### config.mk
export PLATFORM = sky130hd
export DESIGN_NAME = tcas_top
export DESIGN_NICKNAME = d
export VERILOG_FILES = /design/src/logic/tcas_pkg.sv /design/src/logic/tcas_top.sv
export SDC_FILE = /design/constraint.sdc
export NUM_CORES = 1
export LEC_CHECK = 0
export ABC_AREA = 1
export BUFFER_PORTS_ARGS = -buffer_cell sky130_fd_sc_hd__buf_2
export CORE_MARGIN = 8
export CORE_UTILIZATION = 40
export DETAILED_ROUTE_END_ITERATION = 7
export GPL_ROUTABILITY_DRIVEN = 0
export PLACE_DENSITY = 0.76
export SYNTH_ARGS = -nofsm -noshare
export SYNTH_HDL_FRONTEND = slang
export SYNTH_SLANG_ARGS = --single-unit
### constraint.sdc
create_clock -name clk_sys -period 1.19 [get_ports clk_sys]
set_input_delay 0.1785 -clock clk_sys [delete_from_list [all_inputs] [get_ports clk_sys]]
set_output_delay 0.1785 -clock clk_sys [all_outputs]
set_load 0.01 [all_outputs]
### src/logic/tcas_pkg.sv
`default_nettype none
package tcas_pkg;
    // ========================================
    // register map
    localparam int            ADDR_W           = 9;
    localparam int            DATA_W           = 8;
    localparam int            ALARM_N          = 6;
    localparam logic [8:0]    ADDR_LATCHED     = 9'h101;
    localparam logic [8:0]    ADDR_ONE_SEC     = 9'h103;
    localparam logic [7:0]    LATCHED_RST      = 8'h00;
    localparam logic [7:0]    ONE_SEC_RST      = 8'h00;
    localparam logic [7:0]    RDATA_RST        = 8'h00;
    // ========================================
    // alarm bit positions, shared by both registers
    localparam int            BIT_LINE_AIS     = 5;
    localparam int            BIT_B_FIFO_ERR   = 4;
    localparam int            BIT_A_FIFO_ERR   = 3;
    localparam int            BIT_UNLOCK       = 2;
    localparam int            BIT_SIGNAL_LOSS  = 1;
    localparam int            BIT_CLOCK_LOSS   = 0;
    // ========================================
    // transition options per alarm
    localparam logic [1:0]    EDGE_RISE        = 2'h1;
    localparam logic [1:0]    EDGE_FALL        = 2'h2;
    localparam logic [1:0]    EDGE_BOTH        = 2'h3;
    // ========================================
    // timing counts
    localparam int            LOC_STUCK_CYCLES = 6;
    localparam int            RECENTER_MF      = 2;
    typedef enum logic [0:0] {
        FS_IDLE = 1'b0,
        FS_HOLD = 1'b1
    } tcas_fifo_st_t;
endpackage : tcas_pkg
`default_nettype wire

### src/logic/tcas_top.sv
`default_nettype none
// Contract
// - clock loss after six stuck periods
// - clock loss clears on first edge
// - latched register bit layout, 7-6 unused
// - latched bits set per transition option
// - reading latched register clears it
// - unlock latch survives channel reset, cleared by read and other resets
// - one-second register bit layout
// - second bit: changed or active
// - no one-second update without pulse
// - one-second bits never interrupt
// - interrupt gated by per-alarm mask
// - fifo error recenters, holds two multiframes
module tcas_top #(
    parameter int LOC_N = tcas_pkg::LOC_STUCK_CYCLES,
    parameter int MF_N  = tcas_pkg::RECENTER_MF
) (
    input  wire logic                        clk_sys,
    input  wire logic                        srst,
    input  wire logic                        software_reset_ctl,
    input  wire logic                        chan_reset,
    input  wire logic                        tx_line_clock_in,
    input  wire logic                        line_ais,
    input  wire logic                        analyzer_unlock,
    input  wire logic                        signal_loss,
    input  wire logic                        a_fifo_slip,
    input  wire logic                        b_fifo_slip,
    input  wire logic                        multiframe_pulse,
    input  wire logic                        one_sec_pulse,
    input  wire logic [2*tcas_pkg::ALARM_N-1:0] edge_sel,
    input  wire logic [tcas_pkg::ALARM_N-1:0]   irq_mask,
    input  wire logic                        cpu_rd,
    input  wire logic [tcas_pkg::ADDR_W-1:0] cpu_addr,
    output logic      [tcas_pkg::DATA_W-1:0] cpu_rdata,
    output logic                             irq,
    output logic                             tx_clock_loss_alarm,
    output logic                             a_fifo_recenter,
    output logic                             b_fifo_recenter
);
    import tcas_pkg::*;

    localparam int CW  = $clog2(LOC_N + 1);
    localparam int MW  = $clog2(MF_N + 1);
    localparam int AN  = ALARM_N;

    function automatic logic edge_hit(input logic [1:0] sel, input logic prev, input logic cur);
        edge_hit = ((sel == EDGE_RISE || sel == EDGE_BOTH) && !prev && cur)
                || ((sel == EDGE_FALL || sel == EDGE_BOTH) && prev && !cur);
    endfunction : edge_hit

    logic rst;
    assign rst = srst || software_reset_ctl;

    // ========================================
    // line clock loss detector
    logic          sync1_q, sync1_d;
    logic          sync2_q, sync2_d;
    logic          sync3_q, sync3_d;
    logic [CW-1:0] loc_cnt_q, loc_cnt_d;
    logic          loss_q, loss_d;
    logic          loc_edge;

    always_comb begin
        sync1_d   = tx_line_clock_in;
        sync2_d   = sync1_q;
        sync3_d   = sync2_q;
        loc_edge  = sync2_q ^ sync3_q;
        loc_cnt_d = loc_cnt_q;
        loss_d    = loss_q;
        if (loc_edge) begin
            loc_cnt_d = '0;
            loss_d    = 1'b0;
        end else if (loc_cnt_q != CW'(LOC_N)) begin
            loc_cnt_d = loc_cnt_q + CW'(1);
            if (loc_cnt_q == CW'(LOC_N - 1)) begin
                loss_d = 1'b1;
            end
        end
    end

    always_ff @(posedge clk_sys) begin
        sync1_q <= sync1_d;
        sync2_q <= sync2_d;
        sync3_q <= sync3_d;
        if (rst) begin
            loc_cnt_q <= '0;
            loss_q    <= 1'b0;
        end else begin
            loc_cnt_q <= loc_cnt_d;
            loss_q    <= loss_d;
        end
    end

    // ========================================
    // add fifo recentre, one per side
    logic [1:0] slip;
    logic [1:0] hold;
    assign slip = {b_fifo_slip, a_fifo_slip};

    for (genvar s = 0; s < 2; s++) begin : g_side
        tcas_fifo_st_t st_q, st_d;
        logic [MW-1:0] mf_q, mf_d;

        always_comb begin
            st_d = st_q;
            mf_d = mf_q;
            case (st_q)
                FS_IDLE: begin
                    if (slip[s]) begin
                        st_d = FS_HOLD;
                        mf_d = '0;
                    end
                end
                FS_HOLD: begin
                    // a new slip restarts the hold window
                    if (slip[s]) begin
                        mf_d = '0;
                    end else if (multiframe_pulse) begin
                        if (mf_q == MW'(MF_N - 1)) begin
                            st_d = FS_IDLE;
                        end
                        mf_d = mf_q + MW'(1);
                    end
                end
                default: begin
                    st_d = FS_IDLE;
                end
            endcase
        end

        always_ff @(posedge clk_sys) begin
            if (rst) begin
                st_q <= FS_IDLE;
                mf_q <= '0;
            end else begin
                st_q <= st_d;
                mf_q <= mf_d;
            end
        end

        assign hold[s] = (st_q == FS_HOLD);
    end

    // ========================================
    // alarm vector and transition detection
    logic [AN-1:0] alm;
    logic [AN-1:0] alm_prev_q;
    logic [AN-1:0] set_vec;
    logic [AN-1:0] chg_vec;

    always_comb begin
        alm                  = '0;
        alm[BIT_LINE_AIS]    = line_ais;
        alm[BIT_B_FIFO_ERR]  = hold[1];
        alm[BIT_A_FIFO_ERR]  = hold[0];
        alm[BIT_UNLOCK]      = analyzer_unlock;
        alm[BIT_SIGNAL_LOSS] = signal_loss;
        alm[BIT_CLOCK_LOSS]  = loss_q;
        for (int i = 0; i < AN; i++) begin
            set_vec[i] = edge_hit(edge_sel[2*i +: 2], alm_prev_q[i], alm[i]);
        end
        chg_vec = alm ^ alm_prev_q;
    end

    // ========================================
    // latched, one-second and read path
    logic [AN-1:0]     latched_q, latched_d;
    logic [AN-1:0]     chg_q, chg_d;
    logic [AN-1:0]     sec_q, sec_d;
    logic [DATA_W-1:0] rdata_q, rdata_d;
    logic              irq_q, irq_d;
    logic              rd_latched;
    logic              rd_sec;

    always_comb begin
        rd_latched = cpu_rd && (cpu_addr == ADDR_LATCHED);
        rd_sec     = cpu_rd && (cpu_addr == ADDR_ONE_SEC);
        latched_d  = latched_q;
        if (rd_latched) begin
            latched_d = '0;
        end
        if (chan_reset) begin
            // unlock latch survives the channel reset
            latched_d = latched_d & AN'(1 << BIT_UNLOCK);
        end
        latched_d = latched_d | set_vec;                                 // set wins over read
        chg_d = chg_q | chg_vec;
        sec_d = sec_q;
        if (one_sec_pulse) begin
            sec_d = chg_q | chg_vec | alm;
            chg_d = '0;
        end
        rdata_d = '0;
        if (rd_latched) begin
            rdata_d[AN-1:0] = latched_q;
        end else if (rd_sec) begin
            rdata_d[AN-1:0] = sec_q;
        end
        // only latched bits feed the interrupt
        irq_d = |(latched_q & irq_mask);
    end

    always_ff @(posedge clk_sys) begin
        if (rst) begin
            alm_prev_q <= '0;
            latched_q  <= LATCHED_RST[AN-1:0];
            chg_q      <= '0;
            sec_q      <= ONE_SEC_RST[AN-1:0];
            rdata_q    <= RDATA_RST;
            irq_q      <= 1'b0;
        end else begin
            alm_prev_q <= alm;
            latched_q  <= latched_d;
            chg_q      <= chg_d;
            sec_q      <= sec_d;
            rdata_q    <= rdata_d;
            irq_q      <= irq_d;
        end
    end

    assign cpu_rdata           = rdata_q;
    assign irq                 = irq_q;
    assign tx_clock_loss_alarm = loss_q;
    assign a_fifo_recenter     = hold[0];
    assign b_fifo_recenter     = hold[1];
endmodule : tcas_top
`default_nettype wire

* After elaboration in Yosys (flattened, before gate mapping) *
Index checks and enable logic that the tools add are counted.

storage, ports and cells
  bits in registers = 46
  latch bits = 0
  bits in writable memories = 0
  ROM bits = 0
  bits of input ports = 40
  output and inout port bits = 12
  word-level logic and storage cells = 140
  memories kept = 0

operators by class
  add/subtract/negate cells = 3
  $mul = 0
  div/mod/pow operators = 0
  magnitude comparators = 0
  eq/ne operators = 28
  shifts and indexed selects = 0
  multiplexer cells = 22
  bitwise operators = 8
  reductions and logical operators = 63

operator list
  operator                                                          number
  1-bit logical AND                                                 26
  2-bit == test (second input constant)                             12
  6-bit 2-to-1 mux                                                  4
  1-bit logical OR                                                  19
  9-bit == test (second input constant)                             2
  6-bit OR                                                          3
  2-bit by 1-bit == test with 1-bit output (second input constant)  8
  1-bit zero test                                                   12
  2-bit 2-to-1 mux                                                  6
  3-bit != test (second input constant)                             3
  1-bit 2-to-1 mux                                                  8
  2-bit case mux with 2 select lines                                2
  6-bit AND                                                         1
  2-bit AND reduction                                               3
  6-bit OR reduction                                                1
  6-bit bitwise XOR                                                 1
  2-bit by 1-bit adder with 2-bit output (second input constant)    2
  2-bit != test (second input constant)                             2
  1-bit case mux with 2 select lines                                2
  2-bit OR reduction                                                2
  3-bit by 1-bit adder with 3-bit output (second input constant)    1
  3-bit == test (second input constant)                             1
  1-bit inverter                                                    2
  1-bit bitwise XOR                                                 1

* Logic depth before layout (Yosys ltp) *
Gate-level depths: netlist (run 1).

  depth in word-level cells = 6
  mapped depth = 7
  depth with buffers taken out = 7

* Least setup slack after synthesis (run 1) *
OpenSTA, ideal clock, no wires.

  path type = register to register
  start = register g_side[0].mf_q[1]
  end = register g_side[0].mf_q[1]
  setup time = 0.070 ns
  data arrival time = 0.969 ns
  required time = 1.120 ns
  path slack = 0.151 ns
  cell stages (with the launch flop) = 5
  path buffers = 0
  clock period less this slack = 1.039 ns
  path through = dfxtp_1 -> inv_1 -> ha_1 -> or2_2 -> a21oi_1

between the ends
  word-level cells in the longest chain between the ends = 4

RTL lines
  what                                    RTL line         RTL
  start: declaration                      tcas_top.sv:103  logic [MW-1:0] mf_q, mf_d;
  start signal: assignment                tcas_top.sv:138  mf_q <= mf_d;
  2-bit by 1-bit adder with 2-bit output  tcas_top.sv:123  mf_d = mf_q + MW'(1);
  2-bit 2-to-1 mux                        tcas_top.sv:119  end else if (multiframe_pulse) begin
  2-bit 2-to-1 mux                        tcas_top.sv:117  if (slip[s]) begin
  2-bit case mux with 2 select lines      tcas_top.sv:108  case (st_q)

No other way between the ends. The select of a mux whose other input is x is not followed.
A chain may end at the register's enable or synchronous reset.

* Final worst setup path (run 1) *
Ends and elaborated chain as after synthesis.

==> impl_metrics.toml, run 1 <==
[sta]
fin_ws_ns = 0.105
fin_hold_ws_ns = 0.115
final-max-slew-violation-count = 0
max_freq_mhz = 921
period_needed_ns = 1.09
hold_violations = 0
fin_worst_skew_ns = 0.00470
post-route-period-util = 0.912
setup_tns_ns = 0
rsz0062_at_grt = "false"
setup_viol = 0

[synth]
netlist_area_um2 = 1850
syn_avg_cell_area_um2 = 7.50
syn_inst = 247
yosysSeqAreaShare = 0.475
synth_cell_types = 26
synth_warnings = 0
ys_seq_elements = 44

[grt]
antenna_found_initial = 0
grt_usage = 0.111
grt_pass1_vias = 1632
grt_pass1_wl_um = 6650
grt_start_max_net_pins = 17
grt_overflow = 0

[route]
wl_um = 3970
first_pass_iters = 4
viasPerCell = 4.63
avgRoutedWirePerCell_um = 11.1
ant_nets = 0
vias = 1652
drc = 0
drtIter0Drc = 96

[setup_path]
worst-path-max-fanout = 2
cp-start-kind = "flop"
crit_required_ns = 1.41
worstPathCellList = "inv_1, ha_1, or2_2, a21oi_1"
criticalPathCategory = "reg -> reg"
cp_data_arrival_time_ns = 1.31
cpMaxStageDelayCell = "dfxtp_1"
crit_path_end_kind = "flop"
cpPeakStageDelay_ns = 0.33

[clocking]
insertion_delay_ns = 0.29
htreeDepth = 2
clockBufferDepth = 2
cts_tree = "built"
postCtsSetupBuffers = 0
clkTransAtPathRegs_ns = 0.08
cts_root_buf = "clkbuf_8"
cts_made_buffers = 5
cts_sinks = 44

[placed_design]
post-place-ws_ns = 0.0422
dp_hpwl_um = 3120
io_buffers = 49

[outcome]
status = "finished, final reports clean"

[floorplanning]
ioPinCount = 52
die_w_um = 84.1
placementRows = 24
coreArea_um2 = 4410
dieArea_um2 = 7070
die_height_um = 84.1
initial_core_util = 0.420

[power]
ir_worst_vdd_uv = 494
pwr_density_cell_nw_per_um2 = 1190
leakagePower_nw = 1.07

[cells_and_area]
nets = 349
finish.utilization = 0.514
area_growth_pct = 22.6
drive_above_1_share = 0.233
antenna_cells = 0

[min_path]
hp-class = "in -> reg"

[run]
cap_viol_max_count = 0
==> state kept, by name, summed over array words and instances, names as in the netlist, 3 cells and up <==
| signal | cells |
|---|---|
| latched_q | 6 |
| sec_q | 6 |
| loc_cnt_q | 3 |
| chg_q | 6 |
| cpu_rdata | 6 |
| alm_prev_q | 6 |
| g_side.mf_q | 4 |
==> metal layers <==
| layer | up-vias | wire, um | global-route usage | part of all wire |
|---|---|---|---|---|
| met2 | 40 | 1800 | 0.187 | 0.45 |
| met3 | 5 | 240 | 0.0352 | 0.061 |
| met4 | 0 | 59 | 0.0518 | 0.015 |
| li1 | 892 | - | - | - |
| met5 | - | 0 | 0 | 0 |
| met1 | 715 | 1870 | 0.123 | 0.47 |
==> worst max-delay path, delay by kind of cell (launching register included) <==
kind            cells  cell delay [ns]
compound gates      1             0.11
buf+inv             1             0.04
simple gates        1             0.29
flops               1             0.33
fa+ha+maj           1             0.25
==> cells in the final DEF (no fill, tap or decap), types with 6 or more instances in the layout <==
master,instances
o211ai_1,6
dfxtp_1,43
clkbuf_8,6
buf_2,49
inv_1,36
nand2_1,48
nor2_1,38
a31oi_1,6
a21oi_1,18
nand3_1,11
o21ai_0,11
==> cells by family (layout without fill, tap and decap cells) <==
logic type,Yosys count,count (layout),synth area share
compound gates,44,44,0.136
xor+xnor,4,4,0.0189
fa+ha+maj,5,5,0.0338
buf+inv,43,100,0.0966
flops,44,44,0.475
other cells,1,2,0.00202
simple gates,106,106,0.238
==> cells in the mapped netlist <==
library cell   n  share of area
nand2_1       49          0.099
dfxtp_1       44           0.48
nor2_1        38          0.077
inv_1         36          0.073
a21oi_1       18          0.049
nand3_1       11          0.030
o21ai_0       11          0.030
a31oi_1        6          0.020
o211ai_1       6          0.024
ha_1           5          0.034
nor2_2         3          0.010
buf_2          2         0.0054
buf_4          2         0.0081
o31ai_1        2         0.0081
xnor2_1        2         0.0095
xor2_1         2         0.0095
a22o_1         1         0.0047
buf_6          1         0.0061
clkbuf_1       1         0.0020
conb_1         1         0.0020
inv_2          1         0.0020
nand3b_1       1         0.0041
nand4_1        1         0.0034
nor2_4         1         0.0061
or2_2          1         0.0034
or2_4          1         0.0047
==> area by class of cell <==
| cell class | instances | area, um^2 |
|---|---|---|
| sequential | 44 | 882 |
| clock inverter | 2 | 10.0 |
| multi-input combinational | 161 | 800 |
| fill | 434 | 2140 |
| clock buffer | 6 | 82.6 |
| inverter | 37 | 139 |
| tap | 52 | 65.1 |
| timing repair buffer | 55 | 293 |
==> path summary, 6_finish.rpt <==
check | to | slack (ns) | startpoint | depth (start not counted)
worst min register to register | sync2_q | 0.33 | sync1_q | 0
worst max-delay path | g_side[0].mf_q[1] | 0.10 | g_side[0].mf_q[1] | 4
worst max register to register | g_side[0].mf_q[1] | 0.10 | g_side[0].mf_q[1] | 4
worst min-delay path | a_fifo_recenter | 0.11 | a_fifo_slip | 3
==> stage by stage <==
step	total power (W)	instances	instance area (um^2)
after floorplan	0.00169	248	1860
after global placement	0.00178	348	2160
after detailed placement	0.00179	348	2160
after CTS	0.00272	357	2270
after global routing	0.00281	357	2270
final	0.00270	357	2270
==> timing repair <==
item,in CTS,in global routing
hold buffers,1,0
endpoints found under the setup margin,0,3
resized for setup,0,2
hold endpoints to repair,1,0
==> where the power goes <==
part / total, W / internal, W / leakage (nW) / switching (W)
Sequential: 0.00153 / 0.00151 / 0.358 / 0.0000231
Clock: 0.000941 / 0.000463 / 0.0510 / 0.000478
Combinational: 0.000228 / 0.000102 / 0.665 / 0.000126
Note: power is estimated with default switching activity, not from simulation.
==> inputs of run 2 (changes only) <==
Settings changed: CELL_PAD_IN_SITES_DETAIL_PLACEMENT set to 0, CELL_PAD_IN_SITES_GLOBAL_PLACEMENT set to 1, CORE_UTILIZATION 40 to 36, PLACE_DENSITY 0.76 to 0.9.
==> run 2 against run 1 <==
  * Via count is 0.61% higher
  * Utilization is 5.8 points lower
  * Final cell count is 4.8% higher
  * Clock skew hardly changed
  * Largest cell class unchanged
  * Fmax is 0.39% lower
  * Largest power group unchanged
  * Critical endpoint unchanged
  * Clock-buffer cell count stayed put
  * Combinational power hardly changed
  * Sequential power hardly changed
==> impl_metrics.toml, run 2 (synthesis gave the netlist of run 1 again) <==
[min_path]
hp-class = "in -> reg"

[route]
avgRoutedWirePerCell_um = 11.0
first_pass_iters = 4
drtIter0Drc = 91
ant_nets = 0
vias = 1662
viasPerCell = 4.44
drc = 0
wl_um = 4120

[sta]
hold_violations = 0
fin_ws_ns = 0.100
max_freq_mhz = 918
period_needed_ns = 1.09
rsz0062_at_grt = "false"
final-max-slew-violation-count = 0
setup_viol = 0
post-route-period-util = 0.916
setup_tns_ns = 0
fin_worst_skew_ns = 0.00501

[clocking]
clkTransAtPathRegs_ns = 0.08
cts_made_buffers = 5
insertion_delay_ns = 0.29
htreeDepth = 2
cts_root_buf = "clkbuf_8"
cts_sinks = 44
clockBufferDepth = 2
postCtsSetupBuffers = 0
cts_tree = "built"

[setup_path]
worst-path-max-fanout = 2
crit_path_end_kind = "flop"
criticalPathCategory = "reg -> reg"
cp_data_arrival_time_ns = 1.32
crit_required_ns = 1.42
cp-start-kind = "flop"

[cells_and_area]
nets = 348
most-common-layout-cells = "buf_2, nand2_1, dfxtp_1, nor2_1, inv_1"
final_cell_area_um2 = 2300
multiInputGateArea_um2 = 800
seqCellArea_um2 = 881
area_growth_pct = 24.1
drive_above_1_share = 0.224
fill_cells = 526
antenna_cells = 0
layout_commonest_cell = "buf_2"

[floorplanning]
initial_core_util = 0.367
placementRows = 26
coreArea_um2 = 5040
die_w_um = 87.7
dieArea_um2 = 7700
die_height_um = 87.7
ioPinCount = 52

[placed_design]
io_buffers = 49
post-place-ws_ns = 0.0764
place_area_um2 = 2180
dp_hpwl_um = 3200

[outcome]
status = "finished, final reports clean"

[grt]
grt_start_max_net_pins = 17
grt_overflow = 0
antenna_found_initial = 0
grt_pass1_vias = 1607
grt_pass1_wl_um = 7000
grt_usage = 0.114

[power]
ir_worst_vdd_uv = 693
pwr_density_cell_nw_per_um2 = 1250
leakagePower_nw = 1.07

[run]
cap_viol_max_count = 0
[run 2: cell count changes in the layout (fill, tap and decap cells not counted), sizes merged]
cell,before,now
bufinv,0,1
clkinv,2,1
buf,54,53
[run 2: layout make-up]
cell class,instances,share of cell area
timing repair buffer,54,0.124
clock inverter,2,0.0152
tap,70,0.0381
clock buffer,6,0.0316
multi-input combinational,161,0.348
sequential,44,0.383
inverter,37,0.0604
[run 2: worst max-delay path: stages (launching register included)]
cell and delay (ns):
dfxtp_1 0.34, inv_1 0.05, ha_1 0.25, or2_2 0.29, a21oi_1 0.11
[run 2: metal layers]
metal | global-route usage | up-vias | wire length [um]
met5 | 0 | - | 0
met4 | 0.0375 | 0 | 56
met3 | 0.0356 | 8 | 291
met2 | 0.183 | 44 | 1820
met1 | 0.142 | 724 | 1950
li1 | - | 886 | -
[run 2: worst paths after layout]
check | from | end | slack (ns) | cells after the start
max | g_side[0].mf_q[1] | g_side[0].mf_q[1] | 0.10 | 4
min | a_fifo_slip | a_fifo_recenter | 0.11 | 3
max reg2reg | g_side[0].mf_q[1] | g_side[0].mf_q[1] | 0.10 | 4
min reg2reg | sync1_q | sync2_q | 0.34 | 0
[run 2: through the flow]
stage | std cells | hold slack [ns] | utilization | power (W)
6_report | 374 | 0.107 | 0.456 | 0.00288
5_1_grt | 374 | 0.131 | 0.456 | 0.00302
4_1_cts | 374 | 0.0996 | 0.456 | 0.00291
2_1_floorplan | 248 | 0.206 | - | 0.00169
3_3_place_gp | 365 | 0.283 | 0.432 | 0.00179
3_5_place_dp | 365 | 0.289 | 0.432 | 0.00179
[run 2: repair_timing]
action	in CTS	in global routing
hold buffers	1	0
endpoints found under the setup margin	0	1
gates resized for setup	0	1
endpoints found under the hold margin	1	0
[run 2: power breakdown]
group	total (W)	switching [W]	leakage [nW]	internal, W
sequential	0.00153	0.0000231	0.358	0.00151
combinational	0.000229	0.000128	0.659	0.000102
clock	0.00112	0.000495	0.0552	0.000623
total	0.00288	0.000646	1.07	0.00223
